## config.mk

```make
export PLATFORM = sky130hd
export DESIGN_NAME = sscc_regs
export DESIGN_NICKNAME = d
export VERILOG_FILES = /design/src/design/sscc_pkg.sv /design/src/design/sscc_regs.sv
export SDC_FILE = /design/constraint.sdc
export NUM_CORES = 1
export LEC_CHECK = 0
export BUFFER_PORTS_ARGS = -buffer_cell sky130_fd_sc_hd__buf_4
export CAP_MARGIN = 20
export CORE_MARGIN = 5
export CORE_UTILIZATION = 28
export DETAILED_ROUTE_END_ITERATION = 16
export PLACE_DENSITY = 0.59
export SLEW_MARGIN = 30
export SYNTH_ARGS = -nofsm -noshare
export SYNTH_HDL_FRONTEND = slang
export SYNTH_SLANG_ARGS = --single-unit
```

## constraint.sdc

```tcl
create_clock -name clock_in -period 7.55 [get_ports clock_in]
set_input_delay 1.51 -clock clock_in [delete_from_list [all_inputs] [get_ports clock_in]]
set_output_delay 1.51 -clock clock_in [all_outputs]
set_load 0.05 [all_outputs]
```

## src/design/sscc_pkg.sv

```systemverilog
// package for the system status and cache control register bank
package sscc_pkg;
   // register byte addresses in the high address space, from 0x80000000
   localparam logic [31:0] SSCC_ADDR_CONFIG = 32'h80000024;
   localparam logic [31:0] SSCC_ADDR_FAILADDR = 32'h8000000C;
   localparam logic [31:0] SSCC_ADDR_FAILSTAT = 32'h80000010;
   localparam logic [31:0] SSCC_ADDR_CACHECTL = 32'h80000014;
   // configuration word fields
   localparam logic SSCC_CFG_PAGING = 1'h0;
   localparam logic SSCC_CFG_DEBUG = 1'h1;
   localparam logic SSCC_CFG_SDRAM = 1'h1;
   localparam logic [2:0] SSCC_CFG_WATCH = 3'h4;
   localparam logic SSCC_CFG_MAC = 1'h0;
   localparam logic [4:0] SSCC_CFG_NWIN = 5'h07;
   localparam logic [2:0] SSCC_CFG_ICSZ = 3'h3;
   localparam logic [1:0] SSCC_CFG_ILSZ = 2'h3;
   localparam logic [2:0] SSCC_CFG_DCSZ = 3'h3;
   localparam logic [1:0] SSCC_CFG_DLSZ = 2'h2;
   localparam logic SSCC_CFG_DIV = 1'h1;
   localparam logic SSCC_CFG_MUL = 1'h1;
   localparam logic SSCC_CFG_WDOG = 1'h1;
   localparam logic SSCC_CFG_MSTAT = 1'h1;
   localparam logic [1:0] SSCC_CFG_WPRT = 2'h1;
   // failure status field positions
   localparam int SSCC_FS_CORR = 9;
   localparam int SSCC_FS_HERR = 8;
   localparam int SSCC_FS_DIR = 7;
   localparam int SSCC_FS_MOD_LO = 3;
   localparam int SSCC_FS_SIZE_LO = 0;
   // module and size encodings
   localparam logic [3:0] SSCC_MOD_IU = 4'h0;
   localparam logic [3:0] SSCC_MOD_PCI_INIT = 4'h1;
   localparam logic [3:0] SSCC_MOD_PCI_TGT = 4'h2;
   localparam logic [3:0] SSCC_MOD_DEBUG = 4'h3;
   localparam logic [2:0] SSCC_SIZE_BYTE = 3'h0;
   localparam logic [2:0] SSCC_SIZE_HALF = 3'h1;
   localparam logic [2:0] SSCC_SIZE_WORD = 3'h2;
   localparam logic [2:0] SSCC_SIZE_DWORD = 3'h3;
   // cache control fixed fields and bit positions
   localparam logic [1:0] SSCC_CC_REPL = 2'h3;
   localparam logic [1:0] SSCC_CC_ISETS = 2'h3;
   localparam logic [1:0] SSCC_CC_DSETS = 2'h1;
   localparam logic [1:0] SSCC_CC_PBITS = 2'h2;
   localparam int SSCC_CC_SNOOP = 23;
   localparam int SSCC_CC_FLUSH_D = 22;
   localparam int SSCC_CC_FLUSH_I = 21;
   localparam int SSCC_CC_TEST_LO = 17;
   localparam int SSCC_CC_BURST = 16;
   localparam int SSCC_CC_IPEND = 15;
   localparam int SSCC_CC_DPEND = 14;
   localparam int SSCC_CC_CNT_LO = 6;
   localparam int SSCC_CC_FRZ_D = 5;
   localparam int SSCC_CC_FRZ_I = 4;
   localparam int SSCC_CC_DSTATE_LO = 2;
   localparam int SSCC_CC_ISTATE_LO = 0;
   // counter saturation value and cache state encodings
   localparam logic [1:0] SSCC_CNT_MAX = 2'h3;
   localparam logic [1:0] SSCC_STATE_RESET = 2'h0;
   localparam logic [1:0] SSCC_STATE_FROZEN = 2'h1;
   localparam logic [1:0] SSCC_STATE_ENABLED = 2'h3;
   // one hardware error report from the memory system
   typedef struct packed {
      logic valid;
      logic correctable;
      logic is_read;
      logic [3:0] module_id;
      logic [2:0] size;
      logic [31:0] addr;
   } sscc_err_t;
   // cache state as seen by a cache controller
   typedef enum logic [2:0] {
      SSCC_CS_OFF = 3'b001,
      SSCC_CS_FROZEN = 3'b010,
      SSCC_CS_ON = 3'b100
   } sscc_cstate_t;
endpackage

```

## src/design/sscc_regs.sv

```systemverilog
// system status and cache control register bank
//
// Implementation choice: the strobed register port.
`timescale 1ns/100ps
// Summary of operation
// - configuration reports windows and cache geometry
// - failing address captures full access address
// - writes ignored while hardware error clear, except bit nine of failure status
// - correctable memory error sets bit nine
// - hardware error sources set bit eight
// - error flag sticky; capture only after clear
// - bit seven records read or write
// - bits six to three record module
// - bits two to zero record size
// - detail fields may update while flag set
// - cache control fixed geometry fields read-only
// - bit 23 enables data cache snooping
// - flush bits trigger flush, read zero
// - pending bits show flush in progress
// - test bits xored into diagnostic parity
// - bit 16 enables instruction burst fill
// - four counters count parity errors
// - counters saturate at three until cleared
// - freeze bits freeze cache on interrupt
// - state fields: disabled, frozen, enabled
module sscc_regs
   import sscc_pkg::*;
(
   // clock and reset
   input wire logic clock_in,
   input wire logic rst_in,
   // register port
   input wire logic [31:0] addr_in,
   input wire logic [31:0] wdata_in,
   input wire logic wr_in,
   input wire logic rd_in,
   output logic [31:0] rdata_out,
   // error reports
   input wire sscc_err_t err_in,
   input wire logic regfile_err_in,
   // cache events
   input wire logic [3:0] parity_err_in,
   input wire logic irq_taken_in,
   input wire logic iflush_done_in,
   input wire logic dflush_done_in,
   input wire logic [1:0] diag_parity_in,
   // cache controls
   output logic snoop_enable_out,
   output logic burst_fetch_enable_out,
   output logic flush_icache_out,
   output logic flush_dcache_out,
   output logic [1:0] diag_parity_out,
   output logic icache_alloc_out,
   output logic dcache_alloc_out,
   output logic icache_on_out,
   output logic dcache_on_out
);
   logic [31:0] fail_addr_r;
   logic [9:0] fail_stat_r;
   logic snoop_r, burst_r, ipend_r, dpend_r;
   logic [1:0] test_r, istate_r, dstate_r;
   logic frz_d_r, frz_i_r;
   logic [1:0] cnt_r [4];
   logic flush_i_r, flush_d_r;
   logic wr_fa, wr_fs, wr_cc;
   logic [31:0] cfg_word, cc_word, rd_nxt;
   sscc_cstate_t icst, dcst;

   // write decode
   assign wr_fa = wr_in && addr_in == SSCC_ADDR_FAILADDR;
   assign wr_fs = wr_in && addr_in == SSCC_ADDR_FAILSTAT;
   assign wr_cc = wr_in && addr_in == SSCC_ADDR_CACHECTL;

   // fixed feature word, nothing writable
   assign cfg_word = {SSCC_CFG_PAGING, SSCC_CFG_DEBUG, SSCC_CFG_SDRAM, SSCC_CFG_WATCH,
      SSCC_CFG_MAC, SSCC_CFG_NWIN, SSCC_CFG_ICSZ, SSCC_CFG_ILSZ, SSCC_CFG_DCSZ,
      SSCC_CFG_DLSZ, SSCC_CFG_DIV, SSCC_CFG_MUL, SSCC_CFG_WDOG, SSCC_CFG_MSTAT,
      2'h1, 2'h1, SSCC_CFG_WPRT}; // fpu and pci type codes arbitrary

   // failing address: first error after a clear wins, software write only while flag set
   always_ff @(posedge clock_in) begin
      if (rst_in) begin
         fail_addr_r <= 32'h00000000;
      end else if (err_in.valid && !fail_stat_r[SSCC_FS_HERR]) begin
         fail_addr_r <= err_in.addr;
      end else if (wr_fa && fail_stat_r[SSCC_FS_HERR]) begin
         fail_addr_r <= wdata_in;
      end
   end

   // failure status; hardware set beats software clear in the same cycle
   always_ff @(posedge clock_in) begin
      if (rst_in) begin
         fail_stat_r <= 10'h000;
      end else begin
         if (wr_fs && fail_stat_r[SSCC_FS_HERR]) begin
            fail_stat_r <= wdata_in[9:0];
         end else if (wr_fs) begin
            fail_stat_r[SSCC_FS_CORR] <= wdata_in[SSCC_FS_CORR];
         end
         if (err_in.valid) begin
            fail_stat_r[SSCC_FS_HERR] <= 1'b1;
            // details refresh even while flag already set
            fail_stat_r[SSCC_FS_DIR] <= err_in.is_read;
            fail_stat_r[SSCC_FS_MOD_LO +: 4] <= err_in.module_id;
            fail_stat_r[SSCC_FS_SIZE_LO +: 3] <= err_in.size;
         end
         if (err_in.valid && err_in.correctable && !regfile_err_in) begin
            fail_stat_r[SSCC_FS_CORR] <= 1'b1;
         end
      end
   end

   // cache control writable fields
   always_ff @(posedge clock_in) begin
      if (rst_in) begin
         snoop_r <= 1'b0;
         burst_r <= 1'b0;
         test_r <= 2'h0;
         frz_d_r <= 1'b0;
         frz_i_r <= 1'b0;
      end else if (wr_cc) begin
         snoop_r <= wdata_in[SSCC_CC_SNOOP];
         burst_r <= wdata_in[SSCC_CC_BURST];
         test_r <= wdata_in[SSCC_CC_TEST_LO +: 2];
         frz_d_r <= wdata_in[SSCC_CC_FRZ_D];
         frz_i_r <= wdata_in[SSCC_CC_FRZ_I];
      end
   end

   // cache state; interrupt freeze of an already enabled cache overrides a same-cycle write
   always_ff @(posedge clock_in) begin
      if (rst_in) begin
         istate_r <= SSCC_STATE_RESET;
         dstate_r <= SSCC_STATE_RESET;
      end else begin
         if (wr_cc) begin
            istate_r <= wdata_in[SSCC_CC_ISTATE_LO +: 2];
            dstate_r <= wdata_in[SSCC_CC_DSTATE_LO +: 2];
         end
         if (irq_taken_in && frz_i_r && istate_r == SSCC_STATE_ENABLED) begin
            istate_r <= SSCC_STATE_FROZEN;
         end
         if (irq_taken_in && frz_d_r && dstate_r == SSCC_STATE_ENABLED) begin
            dstate_r <= SSCC_STATE_FROZEN;
         end
      end
   end

   // flush pulses and pending flags
   always_ff @(posedge clock_in) begin
      if (rst_in) begin
         flush_i_r <= 1'b0;
         flush_d_r <= 1'b0;
         ipend_r <= 1'b0;
         dpend_r <= 1'b0;
      end else begin
         flush_i_r <= wr_cc && wdata_in[SSCC_CC_FLUSH_I];
         flush_d_r <= wr_cc && wdata_in[SSCC_CC_FLUSH_D];
         if (wr_cc && wdata_in[SSCC_CC_FLUSH_I]) begin
            ipend_r <= 1'b1;
         end else if (iflush_done_in) begin
            ipend_r <= 1'b0;
         end
         if (wr_cc && wdata_in[SSCC_CC_FLUSH_D]) begin
            dpend_r <= 1'b1;
         end else if (dflush_done_in) begin
            dpend_r <= 1'b0;
         end
      end
   end

   // parity counters, index 3 instr tag down to 0 data sub-block
   genvar gi;
   generate
      for (gi = 0; gi < 4; gi++) begin : g_cnt
         always_ff @(posedge clock_in) begin
            if (rst_in) begin
               cnt_r[gi] <= 2'h0;
            end else if (parity_err_in[gi] && cnt_r[gi] != SSCC_CNT_MAX) begin
               // event beats a clear: count from the written value
               if (wr_cc) begin
                  cnt_r[gi] <= wdata_in[SSCC_CC_CNT_LO + 2*gi +: 2] + 2'h1;
               end else begin
                  cnt_r[gi] <= cnt_r[gi] + 2'h1;
               end
            end else if (wr_cc) begin
               cnt_r[gi] <= wdata_in[SSCC_CC_CNT_LO + 2*gi +: 2];
            end
         end
      end
   endgenerate

   // cache control read image
   assign cc_word = {SSCC_CC_REPL, SSCC_CC_REPL, SSCC_CC_ISETS, SSCC_CC_DSETS,
      snoop_r, 2'b00, SSCC_CC_PBITS, test_r, burst_r, ipend_r, dpend_r,
      cnt_r[3], cnt_r[2], cnt_r[1], cnt_r[0], frz_d_r, frz_i_r, dstate_r, istate_r};

   // read mux; unmapped addresses read zero
   always_comb begin
      rd_nxt = 32'h00000000;
      if (addr_in == SSCC_ADDR_CONFIG) begin
         rd_nxt = cfg_word;
      end else if (addr_in == SSCC_ADDR_FAILADDR) begin
         rd_nxt = fail_addr_r;
      end else if (addr_in == SSCC_ADDR_FAILSTAT) begin
         rd_nxt = {22'h000000, fail_stat_r};
      end else if (addr_in == SSCC_ADDR_CACHECTL) begin
         rd_nxt = cc_word;
      end
   end

   always_ff @(posedge clock_in) begin
      if (rst_in) begin
         rdata_out <= 32'h00000000;
      end else if (rd_in) begin
         rdata_out <= rd_nxt;
      end else begin
         rdata_out <= 32'h00000000;
      end
   end

   // decode state fields; low bit zero means disabled
   always_comb begin
      icst = SSCC_CS_OFF;
      dcst = SSCC_CS_OFF;
      if (istate_r == SSCC_STATE_ENABLED) begin
         icst = SSCC_CS_ON;
      end else if (istate_r[0]) begin
         icst = SSCC_CS_FROZEN;
      end
      if (dstate_r == SSCC_STATE_ENABLED) begin
         dcst = SSCC_CS_ON;
      end else if (dstate_r[0]) begin
         dcst = SSCC_CS_FROZEN;
      end
   end

   // frozen still serves hits but allocates nothing
   assign icache_on_out = icst != SSCC_CS_OFF;
   assign dcache_on_out = dcst != SSCC_CS_OFF;
   assign icache_alloc_out = icst == SSCC_CS_ON;
   assign dcache_alloc_out = dcst == SSCC_CS_ON;
   assign snoop_enable_out = snoop_r;
   assign burst_fetch_enable_out = burst_r;
   assign flush_icache_out = flush_i_r;
   assign flush_dcache_out = flush_d_r;
   // test bits flip the stored parity on diagnostic writes
   assign diag_parity_out = diag_parity_in ^ test_r;

   // checks
   a_herr_sticky: assert property (@(posedge clock_in) disable iff (rst_in)
      fail_stat_r[SSCC_FS_HERR] && !(wr_fs && !wdata_in[SSCC_FS_HERR])
      |=> fail_stat_r[SSCC_FS_HERR])
      else $error("hardware error flag dropped");
   a_err_sets: assert property (@(posedge clock_in) disable iff (rst_in)
      err_in.valid |=> fail_stat_r[SSCC_FS_HERR])
      else $error("error did not set flag");
   a_addr_hold: assert property (@(posedge clock_in) disable iff (rst_in)
      !fail_stat_r[SSCC_FS_HERR] && !err_in.valid |=> $stable(fail_addr_r))
      else $error("fail address changed while clear");
   a_addr_capture: assert property (@(posedge clock_in) disable iff (rst_in)
      err_in.valid && !fail_stat_r[SSCC_FS_HERR] |=> fail_addr_r == $past(err_in.addr))
      else $error("fail address not captured");
   a_corr_set: assert property (@(posedge clock_in) disable iff (rst_in)
      err_in.valid && err_in.correctable && !regfile_err_in |=> fail_stat_r[SSCC_FS_CORR])
      else $error("correctable flag not set");
   a_cnt_sat: assert property (@(posedge clock_in) disable iff (rst_in)
      cnt_r[0] == SSCC_CNT_MAX && !wr_cc |=> cnt_r[0] == SSCC_CNT_MAX)
      else $error("counter left saturation");
   a_flush_reads: assert property (@(posedge clock_in) disable iff (rst_in)
      rd_in && addr_in == SSCC_ADDR_CACHECTL |=> rdata_out[22:21] == 2'b00)
      else $error("flush bits read nonzero");
   a_ipend_flush: assert property (@(posedge clock_in) disable iff (rst_in)
      wr_cc && wdata_in[SSCC_CC_FLUSH_I] |=> ipend_r && flush_icache_out)
      else $error("icache flush not pending");
   a_irq_freeze: assert property (@(posedge clock_in) disable iff (rst_in)
      irq_taken_in && frz_d_r && dstate_r == SSCC_STATE_ENABLED
      |=> dstate_r == SSCC_STATE_FROZEN ##0 !dcache_alloc_out)
      else $error("data cache not frozen");
   a_cfg_fixed: assert property (@(posedge clock_in) disable iff (rst_in)
      rd_in && addr_in == SSCC_ADDR_CONFIG |=> rdata_out[24:20] == SSCC_CFG_NWIN)
      else $error("window count wrong");
   a_cfg_flags: assert property (@(posedge clock_in) disable iff (rst_in)
      rd_in && addr_in == SSCC_ADDR_CONFIG |=> rdata_out[31:25] == {SSCC_CFG_PAGING,
      SSCC_CFG_DEBUG, SSCC_CFG_SDRAM, SSCC_CFG_WATCH, SSCC_CFG_MAC})
      else $error("feature flags wrong");
   a_cfg_geom: assert property (@(posedge clock_in) disable iff (rst_in)
      rd_in && addr_in == SSCC_ADDR_CONFIG |=> rdata_out[19:10] == {SSCC_CFG_ICSZ,
      SSCC_CFG_ILSZ, SSCC_CFG_DCSZ, SSCC_CFG_DLSZ})
      else $error("cache geometry wrong");
   // failure status checks; software writes must not race a hardware event here
   a_addr_swrite: assert property (@(posedge clock_in) disable iff (rst_in)
      wr_fa && fail_stat_r[SSCC_FS_HERR] |=> fail_addr_r == $past(wdata_in))
      else $error("fail address write lost");
   a_stat_ignore: assert property (@(posedge clock_in) disable iff (rst_in)
      wr_fs && !fail_stat_r[SSCC_FS_HERR] && !err_in.valid
      |=> fail_stat_r[8:0] == $past(fail_stat_r[8:0]))
      else $error("status write taken while clear");
   a_corr_sticky: assert property (@(posedge clock_in) disable iff (rst_in)
      fail_stat_r[SSCC_FS_CORR] && !wr_fs |=> fail_stat_r[SSCC_FS_CORR])
      else $error("correctable flag dropped");
   a_corr_clear: assert property (@(posedge clock_in) disable iff (rst_in)
      wr_fs && !wdata_in[SSCC_FS_CORR] && !err_in.valid |=> !fail_stat_r[SSCC_FS_CORR])
      else $error("correctable flag not cleared");
   a_addr_keep: assert property (@(posedge clock_in) disable iff (rst_in)
      fail_stat_r[SSCC_FS_HERR] && !wr_fa |=> $stable(fail_addr_r))
      else $error("fail address moved while set");
   a_err_dir: assert property (@(posedge clock_in) disable iff (rst_in)
      err_in.valid |=> fail_stat_r[SSCC_FS_DIR] == $past(err_in.is_read))
      else $error("direction not recorded");
   a_err_module: assert property (@(posedge clock_in) disable iff (rst_in)
      err_in.valid |=> fail_stat_r[6:3] == $past(err_in.module_id))
      else $error("module not recorded");
   a_err_size: assert property (@(posedge clock_in) disable iff (rst_in)
      err_in.valid |=> fail_stat_r[2:0] == $past(err_in.size))
      else $error("size not recorded");
   // cache control checks
   a_cc_fixed: assert property (@(posedge clock_in) disable iff (rst_in)
      rd_in && addr_in == SSCC_ADDR_CACHECTL |=> rdata_out[31:24] == {SSCC_CC_REPL,
      SSCC_CC_REPL, SSCC_CC_ISETS, SSCC_CC_DSETS})
      else $error("cache geometry fields wrong");
   a_snoop_out: assert property (@(posedge clock_in) disable iff (rst_in)
      wr_cc |=> snoop_enable_out == $past(wdata_in[SSCC_CC_SNOOP]))
      else $error("snoop enable not written");
   a_dflush_pend: assert property (@(posedge clock_in) disable iff (rst_in)
      wr_cc && wdata_in[SSCC_CC_FLUSH_D] |=> dpend_r && flush_dcache_out)
      else $error("dcache flush not pending");
   a_dpend_done: assert property (@(posedge clock_in) disable iff (rst_in)
      dflush_done_in && !(wr_cc && wdata_in[SSCC_CC_FLUSH_D]) |=> !dpend_r)
      else $error("dcache pending stuck");
   a_ipend_done: assert property (@(posedge clock_in) disable iff (rst_in)
      iflush_done_in && !(wr_cc && wdata_in[SSCC_CC_FLUSH_I]) |=> !ipend_r)
      else $error("icache pending stuck");
   a_diag_xor: assert property (@(posedge clock_in) disable iff (rst_in)
      wr_cc |=> diag_parity_out == (diag_parity_in ^ $past(wdata_in[18:17])))
      else $error("test bits not applied");
   a_burst_out: assert property (@(posedge clock_in) disable iff (rst_in)
      wr_cc |=> burst_fetch_enable_out == $past(wdata_in[SSCC_CC_BURST]))
      else $error("burst enable not written");
   a_cnt_step: assert property (@(posedge clock_in) disable iff (rst_in)
      parity_err_in[3] && cnt_r[3] != SSCC_CNT_MAX && !wr_cc
      |=> cnt_r[3] == $past(cnt_r[3]) + 2'h1)
      else $error("tag counter missed event");
   a_cnt_hold: assert property (@(posedge clock_in) disable iff (rst_in)
      !parity_err_in[1] && !wr_cc |=> $stable(cnt_r[1]))
      else $error("counter moved without event");
   a_ifreeze: assert property (@(posedge clock_in) disable iff (rst_in)
      irq_taken_in && frz_i_r && istate_r == SSCC_STATE_ENABLED
      |=> istate_r == SSCC_STATE_FROZEN ##0 !icache_alloc_out)
      else $error("icache not frozen");
   a_no_freeze: assert property (@(posedge clock_in) disable iff (rst_in)
      irq_taken_in && !frz_d_r && !wr_cc |=> $stable(dstate_r))
      else $error("dcache frozen without enable");
   a_state_off: assert property (@(posedge clock_in) disable iff (rst_in)
      !istate_r[0] |-> !icache_on_out && !icache_alloc_out)
      else $error("disabled icache active");
   a_frozen_hits: assert property (@(posedge clock_in) disable iff (rst_in)
      dstate_r == SSCC_STATE_FROZEN |-> dcache_on_out && !dcache_alloc_out)
      else $error("frozen dcache allocates");
   // read data stands one cycle only
   a_rdata_idle: assert property (@(posedge clock_in) disable iff (rst_in)
      !rd_in |=> rdata_out == 32'h00000000)
      else $error("read data held too long");
endmodule

```

==> results.tsv <==
metric	value	unit
status	finished, final reports clean	
p_per_area	193	nW/µm²
antenna_found_initial	0	
final_core_util	0.400	
setup_tns	0	ps
final_max_slew_viol_count	0	
hold_path_class	reg -> reg	
instances_no_fill	808	
r2r_start	fail_stat_r[8]	
power.leakage	2.33	nW
grt_max_degree	68	
synthToLayoutAreaGrowth	40.0	%
wirelength	14300	µm
clock_latency	340	ps
seq_area_frac_synth	0.480	
via_count	4265	
tightest_slew	941	ps
pre_cts_ws	3110	ps
ys_warn_count	0	
placed_area	5530	µm²
hold_violations	0	
crit_end	cnt_r[3][0]	
die_area	17400	µm²
synth_edf_count	8	
post_cts_buffers	0	
vdd_drop_max	0.109	mV
finalCriticalPeriod	4080	ps
cp_slowest_cell	nand4_1	
grt_use_total	0.158	
holdBufCountCts	0	
cts_buffers	9	
ios	162	
async_flop_share	0	
worstSetupEndpointType	flop	
rsz0062_at_grt	no	
clockBufferDepth	2	
syn-cell-area	4170	µm²
htreeDepth	3	
setup_viol	0	
hpwl	10700	µm
cts-root-buf	clkbuf_16	
start_util	0.286	
port-buffer-count	161	
ys.flop_type	dfxtp_1	
syn_inst	482	
path_class	in -> reg	
coreArea	14600	µm²
grt_pass1_wl	22200	µm
wire_per_inst	17.7	µm
mostFrequentLayoutCell	buf_4	
synthesis.nets	605	
cp_slowest_stage_delay	740	ps
startpoint	addr_in[1]	
final_cell_mix	163 x buf_4, 88 x dfxtp_1, 61 x nand2_1, 59 x a21oi_1, 52 x a22oi_1	
fin_crit_sh	0.540	
skew	9.68	ps
place.gp.congestion	0.799	
synth_seq_cells	96	
ant_nets	0	
grt_pass1_vias	4272	
first_iter_violations	284	
cts_sinks	96	
die_h	132	µm
start_kind	input port	
cp.arrival	4260	ps
slew_headroom	0.371	
grt_overflow	0	
ys_types	48	
cts_tree	done	
cp_cell_sequence	buf_4 -> or4_4 -> nor2_1 -> nand4_1 -> a211o_1 -> a21oi_1	
via_per_inst	5.28	
std_cell_rows	44	
cap_violations	0	
drtPass1Iterations	5	
clk_pin_slew	70	ps
postLayoutCellArea	5840	µm²
clock.fmax	245	MHz
critical_path_required	7730	ps
drive_above_1_share	0.304	
setup_ws	3470	ps
n_antenna_cell	0	
drc	0	
path_max_fanout	12	
rr_worst_depth	5	
fp.dieW	132	µm
syn_area_per_cell	8.65	µm²
r2r_slack	5480	ps
cts.repair.resized	0	
placedCellCount	792	
reg2reg_to	fail_stat_r[6]	
nNetsFinal	742	
state kept, by name (all words and copies together) (netlist names):
name	flops
dstate_r	2
fail_stat_r	10
frz_d_r	1
istate_r	2
cnt_r	8
ipend_r	1
flush_dcache_out	1
flush_icache_out	1
test_r	2
rdata_out	32
frz_i_r	1
dpend_r	1
snoop_enable_out	1
burst_fetch_enable_out	1
fail_addr_r	32
cells by family (layout without fill, tap and decap cells):
kind of cell | after synthesis | in the layout | synth area share
AOI/OAI and AO/OA | 141 | 141 | 0.218
xor gates and xnor gates | 6 | 6 | 0.0126
adders and majority gates | 3 | 3 | 0.00900
buffers and inverters | 44 | 186 | 0.0420
DFF | 96 | 96 | 0.480
muxes | 4 | 4 | 0.00990
and+or+nand+nor | 188 | 188 | 0.228
metal layers:
layer / global-route usage / vias to the layer above / part of all wire
li1: - / 2040 / -
met1: 0.207 / 1988 / 0.44
met2: 0.247 / 212 / 0.46
met3: 0.0462 / 25 / 0.082
met4: 0.0560 / 0 / 0.020
met5: 0 / - / 0
worst min-delay path by stage:
stage                                from               to  cells past startpoint
final                     fail_addr_r[25]  fail_addr_r[25]                      2
after global routing      fail_addr_r[25]  fail_addr_r[25]                      2
after CTS                 fail_addr_r[25]  fail_addr_r[25]                      2
after detailed placement  fail_addr_r[25]  fail_addr_r[25]                      2
after global placement    fail_addr_r[19]  fail_addr_r[19]                      2
after floorplan           fail_addr_r[19]  fail_addr_r[19]                      2
layout make-up:
class / count / area (µm²)
Sequential cell: 96 / 2000
Clock inverter: 3 / 40.0
Multi-Input combinational cell: 342 / 2050
Inverter: 6 / 22.5
Fill cell: 1481 / 8750
Timing Repair Buffer: 164 / 1240
Tap cell: 184 / 230
Clock buffer: 13 / 260
metrics by stage:
| step | hold WS (ps) | total power, mW |
|---|---|---|
| floorplan | 432 | 0.603 |
| global placement | 437 | 0.671 |
| detailed placement | 444 | 0.678 |
| CTS | 452 | 1.14 |
| global route | 473 | 1.17 |
| finish | 455 | 1.13 |
power by group:
group / switching (mW) / internal [mW]
logic: 0.0583 / 0.0647
registers: 0.0113 / 0.532
clock network: 0.187 / 0.274
total: 0.257 / 0.870
cell usage after synthesis, types with 4 or more instances:
library cell,number,area (µm²)
a21oi_1,59,295
a221o_1,7,70.1
a22oi_1,52,390
and3_1,6,37.5
clkbuf_1,34,128
dfxtp_1,88,1760
edfxtp_1,8,240
inv_1,5,18.8
nand2_1,61,229
nand2b_1,4,25.0
nand3_1,5,25.0
nand4_1,4,25.0
nor2_1,42,158
nor2b_1,5,31.3
nor3_1,15,75.1
nor4_1,23,144
o21ai_0,6,30.0
critical path: cells and delay by family:
kind	cells	cell delay, ps
and+or+nand+nor	3	2010
AOI/OAI and AO/OA	2	630
buffers and inverters	1	110
Note: power is estimated with default switching activity, not from simulation.
